### src/cbt_pkg.sv
/*
 cbt_pkg: shared constants and types for the CAN channel bit timing and
 fault state logic.
 assumes: a single 25 MHz controller clock; all users reference names
 as cbt_pkg::name without import.
*/
package cbt_pkg;

   // controller clock and the transceiver bit rate window
   localparam int CLK_HZ = 25_000_000;
   localparam int RATE_MIN_BPS = 5_000;
   localparam int RATE_MAX_BPS = 1_000_000;
   // bit rate = clk / (prescaler * quanta); limits become product bounds
   localparam int PROD_MIN_I = (CLK_HZ + RATE_MAX_BPS - 1) / RATE_MAX_BPS;
   localparam int PROD_MAX_I = CLK_HZ / RATE_MIN_BPS;
   localparam int PROD_W = 14;
   localparam logic [PROD_W-1:0] PROD_MIN = PROD_W'(PROD_MIN_I);
   localparam logic [PROD_W-1:0] PROD_MAX = PROD_W'(PROD_MAX_I);

   // field widths
   localparam int BRP_W = 9;
   localparam int SEG_W = 4;
   localparam int SJW_W = 3;
   localparam int TQ_W = 5;
   localparam int ERR_W = 9;

   // accepted field ranges
   localparam logic [BRP_W-1:0] BRP_MIN = 9'h001;
   localparam logic [BRP_W-1:0] BRP_MAX = 9'h100;
   localparam logic [SEG_W-1:0] PROP_MIN = 4'h1;
   localparam logic [SEG_W-1:0] PROP_MAX = 4'h8;
   localparam logic [SEG_W-1:0] PH1_MIN = 4'h1;
   localparam logic [SEG_W-1:0] PH1_MAX = 4'h8;
   localparam logic [SEG_W-1:0] PH2_MIN = 4'h2;
   localparam logic [SEG_W-1:0] PH2_MAX = 4'h8;
   localparam logic [SJW_W-1:0] SJW_MIN = 3'h1;
   localparam logic [SJW_W-1:0] SJW_MAX = 3'h4;
   localparam logic [TQ_W-1:0] TSEG1_MIN = 5'h04;
   localparam logic [TQ_W-1:0] SYNC_TQ = 5'h01;

   // applied timing after reset: 5 * (1 + 6 + 3) quanta = 500 kbit/s
   localparam logic [BRP_W-1:0] BRP_RST = 9'h005;
   localparam logic [SEG_W-1:0] PROP_RST = 4'h3;
   localparam logic [SEG_W-1:0] PH1_RST = 4'h3;
   localparam logic [SEG_W-1:0] PH2_RST = 4'h3;
   localparam logic [SJW_W-1:0] SJW_RST = 3'h1;

   // error counter thresholds and steps
   localparam logic [ERR_W-1:0] ERR_WARN = 9'h060;
   localparam logic [ERR_W-1:0] ERR_PASSIVE = 9'h080;
   localparam logic [ERR_W-1:0] ERR_OFF_ABOVE = 9'h0ff;
   localparam logic [ERR_W-1:0] ERR_UP_STEP = 9'h008;
   localparam logic [ERR_W-1:0] ERR_DN_STEP = 9'h001;
   localparam logic [ERR_W-1:0] ERR_SAT = 9'h1ff;
   localparam logic [ERR_W-1:0] ERR_ZERO = 9'h000;

   // reported channel state, one-hot
   typedef enum logic [4:0] {
      CH_INACTIVE = 5'h01,
      CH_ACTIVE = 5'h02,
      CH_WARNING = 5'h04,
      CH_PASSIVE = 5'h08,
      CH_BUSOFF = 5'h10
   } cbt_chan_e;

   // bit segment being timed, one-hot
   typedef enum logic [2:0] {
      SG_SYNC = 3'h1,
      SG_TSEG1 = 3'h2,
      SG_TSEG2 = 3'h4
   } cbt_seg_e;

endpackage

### src/cbt_timing_if.sv
/*
 cbt_timing_if: one set of bit timing fields passed between the channel
 and its checker or bit timer.
 assumes: the channel drives every field; readers only sample them.
*/
`timescale 1ns/10ps
interface cbt_timing_if;
   logic [cbt_pkg::BRP_W-1:0] brp;
   logic [cbt_pkg::SEG_W-1:0] prop;
   logic [cbt_pkg::SEG_W-1:0] ph1;
   logic [cbt_pkg::SEG_W-1:0] ph2;
   logic [cbt_pkg::SJW_W-1:0] sjw;

   modport src (output brp, output prop, output ph1, output ph2, output sjw);
   modport snk (input brp, input prop, input ph1, input ph2, input sjw);
endinterface

### src/cbt_timing_check.sv
/*
 cbt_timing_check: combinational range and bit rate check of a candidate
 timing set.
 assumes: fields arrive on the same clock domain; holds no state.
*/
`timescale 1ns/10ps
module cbt_timing_check (
   cbt_timing_if.snk cfg,
   output logic cfg_ok
);

   logic [cbt_pkg::TQ_W-1:0] tseg1;
   logic [cbt_pkg::TQ_W-1:0] nq;
   logic [cbt_pkg::PROD_W-1:0] prod;

   // range test shared by the three segment fields
   function automatic logic seg_in(input logic [cbt_pkg::SEG_W-1:0] v,
                                   input logic [cbt_pkg::SEG_W-1:0] lo,
                                   input logic [cbt_pkg::SEG_W-1:0] hi);
      seg_in = (v >= lo) && (v <= hi);
   endfunction

   // total quanta and divide product; bit rate limits are product bounds
   // so no divider is needed
   always_comb begin
      tseg1 = cbt_pkg::TQ_W'(cfg.prop) + cbt_pkg::TQ_W'(cfg.ph1);
      nq = cbt_pkg::SYNC_TQ + tseg1 + cbt_pkg::TQ_W'(cfg.ph2);
      prod = cbt_pkg::PROD_W'(cfg.brp) * cbt_pkg::PROD_W'(nq);
      cfg_ok = (cfg.brp >= cbt_pkg::BRP_MIN)
         && (cfg.brp <= cbt_pkg::BRP_MAX)
         && seg_in(cfg.ph1, cbt_pkg::PH1_MIN, cbt_pkg::PH1_MAX)
         && seg_in(cfg.ph2, cbt_pkg::PH2_MIN, cbt_pkg::PH2_MAX)
         && seg_in(cfg.prop, cbt_pkg::PROP_MIN, cbt_pkg::PROP_MAX)
         && (tseg1 >= cbt_pkg::TSEG1_MIN)
         && (cfg.sjw >= cbt_pkg::SJW_MIN)
         && (cfg.sjw <= cbt_pkg::SJW_MAX)
         && (prod >= cbt_pkg::PROD_MIN)
         && (prod <= cbt_pkg::PROD_MAX);
   end

endmodule

### src/cbt_bit_timer.sv
/*
 cbt_bit_timer: quantum prescaler and segment sequencer of one bit,
 with jump-width limited resynchronisation.
 assumes: timing fields were validated before they reach it; rx_edge is
 a one-cycle pulse from synchronised receive data.
*/
`timescale 1ns/10ps
module cbt_bit_timer (
   input wire logic clk,
   input wire logic rst,
   cbt_timing_if.snk cfg,
   input wire logic run,
   input wire logic rx_edge,
   output logic sample_pulse,
   output logic bit_start
);

   typedef struct packed {
      cbt_pkg::cbt_seg_e seg;
      logic [cbt_pkg::BRP_W-1:0] psc;
      logic [cbt_pkg::TQ_W-1:0] cnt;
      logic [cbt_pkg::TQ_W-1:0] lim1;
      logic [cbt_pkg::TQ_W-1:0] lim2;
      logic resynced;
      logic sample;
      logic start;
   } cbt_tmr_s;

   localparam cbt_tmr_s TMR_RST = '{seg: cbt_pkg::SG_SYNC,
      psc: '0, cnt: '0, lim1: '0, lim2: '0, resynced: 1'b0,
      sample: 1'b0, start: 1'b0};

   cbt_tmr_s r_reg;
   cbt_tmr_s r_next;
   logic tick;
   logic [cbt_pkg::TQ_W-1:0] sjw5;

   assign sample_pulse = r_reg.sample;
   assign bit_start = r_reg.start;

   // next state: prescaler, resync adjustment, then segment stepping
   always_comb begin
      r_next = r_reg;
      r_next.sample = 1'b0;
      r_next.start = 1'b0;
      sjw5 = cbt_pkg::TQ_W'(cfg.sjw);
      // compare as at-or-above: a shorter prescale applied mid-quantum
      // must not wait for the counter to wrap
      tick = (r_reg.psc >= (cfg.brp - cbt_pkg::BRP_MIN));
      if (!run) begin
         r_next = TMR_RST;
      end else begin
         r_next.psc = tick ? '0 : r_reg.psc + cbt_pkg::BRP_MIN;
         // one resync per bit; an edge in sync is on time
         if (rx_edge && !r_reg.resynced) begin
            unique case (r_reg.seg)
               cbt_pkg::SG_SYNC: begin
               end
               cbt_pkg::SG_TSEG1: begin
                  r_next.lim1 = r_reg.lim1 + sjw5;
                  r_next.resynced = 1'b1;
               end
               cbt_pkg::SG_TSEG2: begin
                  // shorten, but never behind the quantum already counted
                  if (r_reg.lim2 > (r_reg.cnt + sjw5)) begin
                     r_next.lim2 = r_reg.lim2 - sjw5;
                  end else begin
                     r_next.lim2 = r_reg.cnt + cbt_pkg::SYNC_TQ;
                  end
                  r_next.resynced = 1'b1;
               end
            endcase
         end
         if (tick) begin
            unique case (r_reg.seg)
               cbt_pkg::SG_SYNC: begin
                  // sync segment always lasts exactly one quantum
                  r_next.seg = cbt_pkg::SG_TSEG1;
                  r_next.cnt = '0;
                  r_next.lim1 = cbt_pkg::TQ_W'(cfg.prop)
                     + cbt_pkg::TQ_W'(cfg.ph1);
                  r_next.lim2 = cbt_pkg::TQ_W'(cfg.ph2);
                  r_next.resynced = 1'b0;
               end
               cbt_pkg::SG_TSEG1: begin
                  if ((r_next.cnt + cbt_pkg::SYNC_TQ) >= r_next.lim1) begin
                     r_next.seg = cbt_pkg::SG_TSEG2;
                     r_next.cnt = '0;
                     r_next.sample = 1'b1;
                  end else begin
                     r_next.cnt = r_reg.cnt + cbt_pkg::SYNC_TQ;
                  end
               end
               cbt_pkg::SG_TSEG2: begin
                  if ((r_next.cnt + cbt_pkg::SYNC_TQ) >= r_next.lim2) begin
                     r_next.seg = cbt_pkg::SG_SYNC;
                     r_next.cnt = '0;
                     r_next.start = 1'b1;
                  end else begin
                     r_next.cnt = r_reg.cnt + cbt_pkg::SYNC_TQ;
                  end
               end
            endcase
         end
      end
   end

   // state register
   always_ff @(posedge clk) begin
      if (rst) begin
         r_reg <= TMR_RST;
      end else begin
         r_reg <= r_next;
      end
   end

endmodule

### src/cbt_channel.sv
/*
 cbt_channel: one CAN channel's timing configuration, fault state and
 bus participation gate.
 assumes: error events and transmit requests come from protocol logic on
 clk; rx_pin comes straight from the transceiver and is asynchronous.
*/
`timescale 1ns/10ps
module cbt_channel (
   input wire logic clk,
   input wire logic rst,
   input wire logic chan_en,
   input wire logic chan_reset_req,
   input wire logic listen_only,
   input wire logic [cbt_pkg::BRP_W-1:0] cfg_brp,
   input wire logic [cbt_pkg::SEG_W-1:0] cfg_prop,
   input wire logic [cbt_pkg::SEG_W-1:0] cfg_ph1,
   input wire logic [cbt_pkg::SEG_W-1:0] cfg_ph2,
   input wire logic [cbt_pkg::SJW_W-1:0] cfg_sjw,
   input wire logic cfg_load,
   input wire logic err_up,
   input wire logic err_dn,
   input wire logic tx_dominant,
   input wire logic ack_req,
   input wire logic rx_pin,
   output logic can_tx,
   output logic rx_bit,
   output logic sample_pulse,
   output logic bit_start,
   output logic [4:0] chan_state,
   output logic [cbt_pkg::ERR_W-1:0] err_count,
   output logic cfg_rejected,
   output logic cfg_applied,
   output logic [cbt_pkg::BRP_W-1:0] act_brp,
   output logic [cbt_pkg::SEG_W-1:0] act_prop,
   output logic [cbt_pkg::SEG_W-1:0] act_ph1,
   output logic [cbt_pkg::SEG_W-1:0] act_ph2,
   output logic [cbt_pkg::SJW_W-1:0] act_sjw
);

   typedef struct packed {
      cbt_pkg::cbt_chan_e state;
      logic [cbt_pkg::ERR_W-1:0] err;
      logic [cbt_pkg::BRP_W-1:0] brp;
      logic [cbt_pkg::SEG_W-1:0] prop;
      logic [cbt_pkg::SEG_W-1:0] ph1;
      logic [cbt_pkg::SEG_W-1:0] ph2;
      logic [cbt_pkg::SJW_W-1:0] sjw;
      logic rejected;
      logic applied;
      logic rx_s1;
      logic rx_s2;
      logic rx_prev;
      logic rx_bit;
      logic tx;
   } cbt_chan_s;

   localparam cbt_chan_s CHAN_RST = '{state: cbt_pkg::CH_INACTIVE,
      err: cbt_pkg::ERR_ZERO, brp: cbt_pkg::BRP_RST,
      prop: cbt_pkg::PROP_RST, ph1: cbt_pkg::PH1_RST,
      ph2: cbt_pkg::PH2_RST, sjw: cbt_pkg::SJW_RST, rejected: 1'b0,
      applied: 1'b0, rx_s1: 1'b1, rx_s2: 1'b1, rx_prev: 1'b1,
      rx_bit: 1'b1, tx: 1'b1};

   cbt_chan_s r_reg;
   cbt_chan_s r_next;
   logic cand_ok;
   logic run;
   logic rx_edge;
   logic tq_sample;
   logic [cbt_pkg::ERR_W:0] err_sum;

   cbt_timing_if cand_if ();
   cbt_timing_if appl_if ();

   // candidate fields go to the checker unregistered
   assign cand_if.brp = cfg_brp;
   assign cand_if.prop = cfg_prop;
   assign cand_if.ph1 = cfg_ph1;
   assign cand_if.ph2 = cfg_ph2;
   assign cand_if.sjw = cfg_sjw;

   // only an accepted set ever reaches the bit timer
   assign appl_if.brp = r_reg.brp;
   assign appl_if.prop = r_reg.prop;
   assign appl_if.ph1 = r_reg.ph1;
   assign appl_if.ph2 = r_reg.ph2;
   assign appl_if.sjw = r_reg.sjw;

   cbt_timing_check u_check (
      .cfg(cand_if.snk),
      .cfg_ok(cand_ok)
   );

   // timer stops while the channel takes no part in bus traffic
   assign run = (r_reg.state != cbt_pkg::CH_INACTIVE)
      && (r_reg.state != cbt_pkg::CH_BUSOFF);
   // recessive to dominant transition, seen after the synchroniser;
   // resync keeps us aligned only if other nodes share our rate
   assign rx_edge = r_reg.rx_prev && !r_reg.rx_s2;

   cbt_bit_timer u_timer (
      .clk(clk),
      .rst(rst),
      .cfg(appl_if.snk),
      .run(run),
      .rx_edge(rx_edge),
      .sample_pulse(tq_sample),
      .bit_start(bit_start)
   );

   assign sample_pulse = tq_sample;
   assign can_tx = r_reg.tx;
   assign rx_bit = r_reg.rx_bit;
   assign chan_state = r_reg.state;
   assign err_count = r_reg.err;
   assign cfg_rejected = r_reg.rejected;
   assign cfg_applied = r_reg.applied;
   assign act_brp = r_reg.brp;
   assign act_prop = r_reg.prop;
   assign act_ph1 = r_reg.ph1;
   assign act_ph2 = r_reg.ph2;
   assign act_sjw = r_reg.sjw;

   // next state of the channel
   always_comb begin
      r_next = r_reg;
      r_next.applied = 1'b0;
      err_sum = '0;
      // receive path: two flops before anything looks at the pin
      r_next.rx_s1 = rx_pin;
      r_next.rx_s2 = r_reg.rx_s1;
      r_next.rx_prev = r_reg.rx_s2;
      if (tq_sample) begin
         r_next.rx_bit = r_reg.rx_s2;
      end

      // a rejected set leaves the running timing untouched
      if (cfg_load) begin
         if (cand_ok) begin
            r_next.brp = cfg_brp;
            r_next.prop = cfg_prop;
            r_next.ph1 = cfg_ph1;
            r_next.ph2 = cfg_ph2;
            r_next.sjw = cfg_sjw;
            r_next.rejected = 1'b0;
            r_next.applied = 1'b1;
         end else begin
            r_next.rejected = 1'b1;
         end
      end

      // error counter: steps up by eight, down by one, saturating;
      // frozen once off the bus so the cause stays visible
      if (run) begin
         err_sum = {1'b0, r_reg.err};
         if (err_up) begin
            err_sum = err_sum + {1'b0, cbt_pkg::ERR_UP_STEP};
         end
         if (err_dn && (err_sum != '0)) begin
            err_sum = err_sum - {1'b0, cbt_pkg::ERR_DN_STEP};
         end
         if (err_sum[cbt_pkg::ERR_W]) begin
            r_next.err = cbt_pkg::ERR_SAT;
         end else begin
            r_next.err = err_sum[cbt_pkg::ERR_W-1:0];
         end
      end

      // state follows the counter; bus-off holds until reset or disable
      if (!chan_en) begin
         r_next.state = cbt_pkg::CH_INACTIVE;
         r_next.err = cbt_pkg::ERR_ZERO;
      end else if (r_reg.state == cbt_pkg::CH_BUSOFF) begin
         r_next.state = cbt_pkg::CH_BUSOFF;
      end else if (r_next.err > cbt_pkg::ERR_OFF_ABOVE) begin
         r_next.state = cbt_pkg::CH_BUSOFF;
      end else if (r_next.err >= cbt_pkg::ERR_PASSIVE) begin
         r_next.state = cbt_pkg::CH_PASSIVE;
      end else if (r_next.err >= cbt_pkg::ERR_WARN) begin
         r_next.state = cbt_pkg::CH_WARNING;
      end else begin
         r_next.state = cbt_pkg::CH_ACTIVE;
      end

      // pin drive: dominant only when participating and not observing
      r_next.tx = 1'b1;
      // enable is looked at directly so the pin goes quiet on the same
      // edge as the state goes inactive, not one cycle after the state
      if (run && chan_en && !listen_only
         && (tx_dominant || ack_req)) begin
         r_next.tx = 1'b0;
      end

      // channel reset keeps the saved timing, like a controller restart
      if (chan_reset_req) begin
         r_next.state = cbt_pkg::CH_INACTIVE;
         r_next.err = cbt_pkg::ERR_ZERO;
         r_next.tx = 1'b1;
         r_next.rx_bit = 1'b1;
         r_next.rejected = 1'b0;
      end
   end

   // state register
   always_ff @(posedge clk) begin
      if (rst) begin
         r_reg <= CHAN_RST;
      end else begin
         r_reg <= r_next;
      end
   end

endmodule

### config.mk
export PLATFORM = sky130hd
export DESIGN_NAME = cbt_channel
export DESIGN_NICKNAME = d
export VERILOG_FILES = /design/src/cbt_pkg.sv /design/src/cbt_timing_if.sv /design/src/cbt_timing_check.sv /design/src/cbt_bit_timer.sv /design/src/cbt_channel.sv
export SDC_FILE = /design/constraint.sdc
export NUM_CORES = 1
export LEC_CHECK = 0
export BUFFER_PORTS_ARGS = -buffer_cell sky130_fd_sc_hd__buf_4
export CORE_MARGIN = 2
export CORE_UTILIZATION = 60
export DETAILED_ROUTE_END_ITERATION = 16
export PLACE_DENSITY = 0.82
export REMOVE_ABC_BUFFERS = 1
export SLEW_MARGIN = 20
export SYNTH_ARGS = -nofsm -noshare
export SYNTH_HDL_FRONTEND = slang
export SYNTH_HIERARCHICAL = 1
export SYNTH_SLANG_ARGS = --single-unit
### constraint.sdc
create_clock -name clk -period 8.2 [get_ports clk]
set_clock_uncertainty 0.05 [all_clocks]
set_input_delay 1.23 -clock clk [delete_from_list [all_inputs] [get_ports clk]]
set_output_delay 1.23 -clock clk [all_outputs]
set_load 0.005 [all_outputs]
== Word-level counts from Yosys, hierarchy flattened ==
Cells that the tools add are included.
Storage, ports and cells
  register bits after elaboration: 75
  output and inout port bits: 44
Cells by class
  add/sub/neg operators: 12
  multiply operators: 1
  $lt $le $gt $ge: 20
  eq/ne operators: 8
  mux-type cells: 31
  bitwise gates (word level): 6
  reduce and logical (&&, ||, !) cells: 36
Operators with widths (count)
  $mux 10: 4
  $mux 5: 7
  $mux 11: 3
  $logic_and 1x1->1: 19
  $mux 9: 2
  $pmux 5 s3: 1
  $ge 14x5->1 const B: 1
  $le 14x13->1 const B: 1
  $mul 9x5->14: 1
  $mux 13: 1
  $le 4x4->1 const B: 3
  $add 4x4->5: 2
  $add 5x3->5: 2
  $add 9x4->10 const B: 1
  $ge 5x5->1: 2
  $reduce_bool 10->1: 1
  $sub 10x1->10 const B: 1
  $add 9x1->9 const B: 1
  $ge 9x1->1 const B: 1
  $ge 9x7->1 const B: 1
  $ge 9x8->1 const B: 1
  $ge 9x9->1: 1
  $gt 9x8->1 const B: 1
  $le 9x9->1 const B: 1
  other kinds (32): 55

== Logic depth before layout (Yosys ltp) ==
  depth after elaboration: 14
  depth in mapped cells: 29
  gate-level depth less buffers: 26

== By module ==
The synthesis kept the hierarchy.
Modules (own cells, without submodules)
  cbt_bit_timer: times used 1, cells each 288, area an instance 2483.6 µm², seq. area each 600.6 µm²
  cbt_channel: times used 1, cells each 298, area an instance 2409.8 µm², seq. area each 900.9 µm²
  cbt_timing_check: times used 1, cells each 228, area an instance 1880.6 µm², seq. area each 0.0 µm²

== Worst setup path after synthesis ==
No wires, ideal clock.
  path kind: input to register
  start: in cfg_prop[0] (netlist bit)
  end: reg r_reg (netlist bit act_brp[7])
  arrival: 7.331 ns
  required time: 8.080 ns
  path slack: 0.749 ns
  stages on the path: 28
  cells stage by stage: ha_1 -> fa_1 -> inv_1 -> fa_1 -> inv_1 -> a21o_1 -> a21oi_1 -> xnor2_1 -> nor2b_1 -> fa_1 -> fa_1 -> inv_1 -> fa_1 -> inv_1 -> ha_1 -> buf_2 -> a21o_1 -> a21oi_1 -> a21oi_1 -> o22ai_1 -> xnor2_1 -> and4b_1 -> a2111oi_2 -> and2_1 -> clkbuf_1 -> clkbuf_1 -> nand2_1 -> a21oi_1
Between the ends
  longest elaborated chain between the ends: 9
  elaborated cells on any way between the ends: 17
  classes of those cells: 3 x add/sub; 1 x mul; 5 x order compare; 8 x reduce/logical
Ends and longest elaborated chain
  start, declared: RTL line cbt_channel.sv:15  | input wire logic [cbt_pkg::SEG_W-1:0] cfg_prop,
  parallel branches: the longest is 7 deep, another holds $mul 9x5->14
  $logic_and 1x1->1 *: RTL line cbt_timing_check.sv:38  | && (prod <= cbt_pkg::PROD_MAX);
  via cand_ok: RTL line cbt_channel.sv:66  | logic cand_ok;
  $reduce_and 2->1 (no source line) *
  end signal, assigned: RTL line cbt_channel.sv:209  | r_reg <= r_next;
  end, declared: RTL line cbt_channel.sv:64  | cbt_chan_s r_reg;
Mark *: on every way through the listed nets, which the timed path passes.
A chain may end at the register's enable or synchronous reset.

== Worst setup path in the final report ==
  start: in cfg_prop[0] (netlist bit)
  end: reg r_reg (netlist bit act_brp[5])
Same word-level chain as after synthesis.

==> results.cfg <==
[run_status]
outcome = finished clean

[power_and_ir_drop]
pwr_density_cell_nw_per_um2 = 255
peakVddDrop_mv = 0.323
static-leakage-power_uw = 0.00329

[yosys]
ys_async_sr_fraction = 0
synth-seq-area-share = 0.222
syn_inst = 814
syn_area_per_cell_um2 = 8.32
synth.distinct_cells = 73
synthFlopType = dfxtp_1
netlist_area_um2 = 6770
yosys_warnings = 6
synth_edf_count = 0
synth_seq_cells = 75

[min_path]
min_path_type = flop to flop
hold_depth = 1
hold_start = r_next[3]
min_to = r_next[2]

[die]
fp-row-count = 38
die_area_um2 = 12200
ios = 79
die_w_um = 110
core_area_um2 = 10900
die_h_um = 110
initial_core_util = 0.619

[detailed_routing]
wire_per_inst_um = 16.4
met1Wirelength_um = 6620
ant_nets = 0
highest_layer = met4
drt_pass1_iterations = 5
drc = 0
route.met3.wl_um = 970
drtIter0Drc = 363
routed_via_density = 5.92
num_vias = 5842
routed_wl_um = 16200
route.met2.wl_um = 8150

[sta]
drv_slew = 0
tightest_slew_ns = 0.970
fin_crit_sh = 0.932
setup_viol = 0
setup_tns_ns = 0
slew_headroom = 0.353
max_freq_ghz = 0.131
rsz0062_at_grt = false
period_needed_ns = 7.64
hold_violations = 0

[cts]
cts_tree = done
cts-root-buf = clkbuf_16
clock_path_buffers = 2
cts.reportedPaths.clkPinSlew_ns = 0.06
numCtsBuffers = 9
cts.repair.resized = 0
clock_latency_ns = 0.33
clock_sinks = 75
htreeDepth = 3
hold_buffers = 0
post_cts_buffers = 0

[critical_path]
reg2reg_to = u_timer/r_reg[27]
critPathKind = primary input to flop
required_ns = 8.41
crit_fanout = 25
reg2regPathDepth = 18
regToRegSetupSlack_ns = 3.70
worstPathArrival_ns = 7.84
reg2reg_from = u_timer/r_reg[13]
start_kind = primary input
critPathCaptureType = flop

[run]
maxCapViolations = 0

[global_route]
track_usage = 0.281
grt_pass1_wl_um = 27000
grt_max_degree = 32
grt_pass1_vias = 5776
antenna_found_initial = 0
grt_remaining_overflow = 0

[layout]
regArea_um2 = 1500
diodes = 0
n_fill_cell = 880
syn_to_final_growth_pct = 9.96
final_layout_size_suffix_gt1_frac = 0.143
final_util = 0.681
multi_input_area_um2 = 4650
final_area_um2 = 7450
layoutNonFillerInstCount = 986
finish.net_count = 975
largest_reg_flops = 28

[placed_design]
place_inst = 970
port_buffers = 78
place_area_um2 = 7130
gp_congestion = 0.918
dp_hpwl_um = 12700
## Yosys cell counts (4+ instances only)
cell type,n,share of area
a211o_1,4,0.0052
a211oi_1,4,0.0044
a21o_1,9,0.010
a21oi_1,63,0.047
a311oi_1,4,0.0052
a41oi_1,5,0.0065
and2_1,21,0.019
and3_1,5,0.0046
buf_2,8,0.0059
buf_4,38,0.042
buf_6,4,0.0066
clkbuf_1,15,0.0083
dfxtp_1,75,0.22
fa_1,27,0.080
ha_1,72,0.13
inv_1,53,0.029
mux2i_1,7,0.010
nand2_1,91,0.050
nand2b_1,15,0.014
nand3_1,16,0.012
nand3b_1,13,0.014
nand4_1,5,0.0046
nor2_1,56,0.031
nor2b_1,27,0.025
nor3_1,19,0.014
nor3b_1,4,0.0044
nor4_1,8,0.0074
o211ai_1,5,0.0055
o21a_1,5,0.0055
o21ai_0,11,0.0081
o21ai_1,8,0.0059
o21bai_1,5,0.0055
or2_2,5,0.0046
or3_1,4,0.0037
xnor2_1,29,0.037
xor2_1,21,0.027
## worst max-delay path: stages
cell and delay [ns]:
buf_4 0.12, ha_1 0.22, fa_1 0.51, inv_1 0.06, fa_1 0.43, inv_1 0.07, a21o_1 0.11, a21oi_1 0.08
xnor2_1 0.57, nor2b_1 0.16, fa_1 0.55, fa_1 0.55, inv_1 0.05, fa_1 0.54, inv_1 0.04, ha_1 0.39
a21o_1 0.23, a21oi_1 0.19, a21oi_1 0.10, o22ai_1 0.17, xnor2_1 0.19, and4b_1 0.23, a2111oi_2 0.35, and2_1 0.17
buf_4 0.27, nand2_1 0.10, a21oi_1 0.14
## final cells by class
cell class	count	area share
Inverter	53	0.0267
Multi-Input combinational cell	621	0.624
Timing Repair Buffer	81	0.0816
Clock buffer	10	0.0307
Tap cell	140	0.0235
Sequential cell	75	0.202
Clock inverter	6	0.0119
## routing by layer
| metal | vias up | GRT usage |
|---|---|---|
| met5 | - | 0 |
| met4 | 0 | 0.109 |
| met3 | 41 | 0.0606 |
| met2 | 177 | 0.506 |
| met1 | 2795 | 0.323 |
| li1 | 2829 | - |
## cell usage in the layout (no fill, tap or decap), types with 27 or more instances in the layout
cell type,instances
nand2_1,91
dfxtp_1,75
fa_1,27
ha_1,72
nor2_1,56
a21oi_1,63
nor2b_1,27
buf_4,81
inv_1,53
xnor2_1,29
## where the power goes
group	switching, uW	leakage (uW)	internal [uW]	total, uW
registers	8.19	0.000606	371	379
logic	636	0.00254	465	1100
clock network	153	0.000149	267	420
## logic make-up (layout without fill, tap and decap cells)
kind of cell | count (synthesis) | after routing | share of synthesized area
AOI/OAI and AO/OA | 156 | 156 | 0.160
and+or+nand+nor | 304 | 304 | 0.230
DFF | 75 | 75 | 0.222
xor gates and xnor gates | 50 | 50 | 0.0646
adders and majority gates | 99 | 99 | 0.213
buffers and inverters | 118 | 150 | 0.0924
muxes | 12 | 12 | 0.0187
## stage by stage
stage | setup slack (ns) | hold WS, ns | power [uW]
after floorplan | 0.842 | 0.339 | 1220
after detailed placement | 0.275 | 0.360 | 1460
after global placement | 0.529 | 0.345 | 1410
final | 0.561 | 0.370 | 1900
after CTS | 0.575 | 0.375 | 1880
after global routing | 0.121 | 0.400 | 2030
## worst max path at each step
stage	start	to
final	cfg_prop[0]	act_brp[5]
after global routing	cfg_prop[0]	act_brp[1]
after CTS	cfg_prop[0]	act_brp[5]
after detailed placement	cfg_prop[0]	act_brp[5]
after global placement	cfg_prop[0]	act_ph1[2]
after floorplan	cfg_prop[0]	act_brp[1]
(Power assumes the default switching activity.)
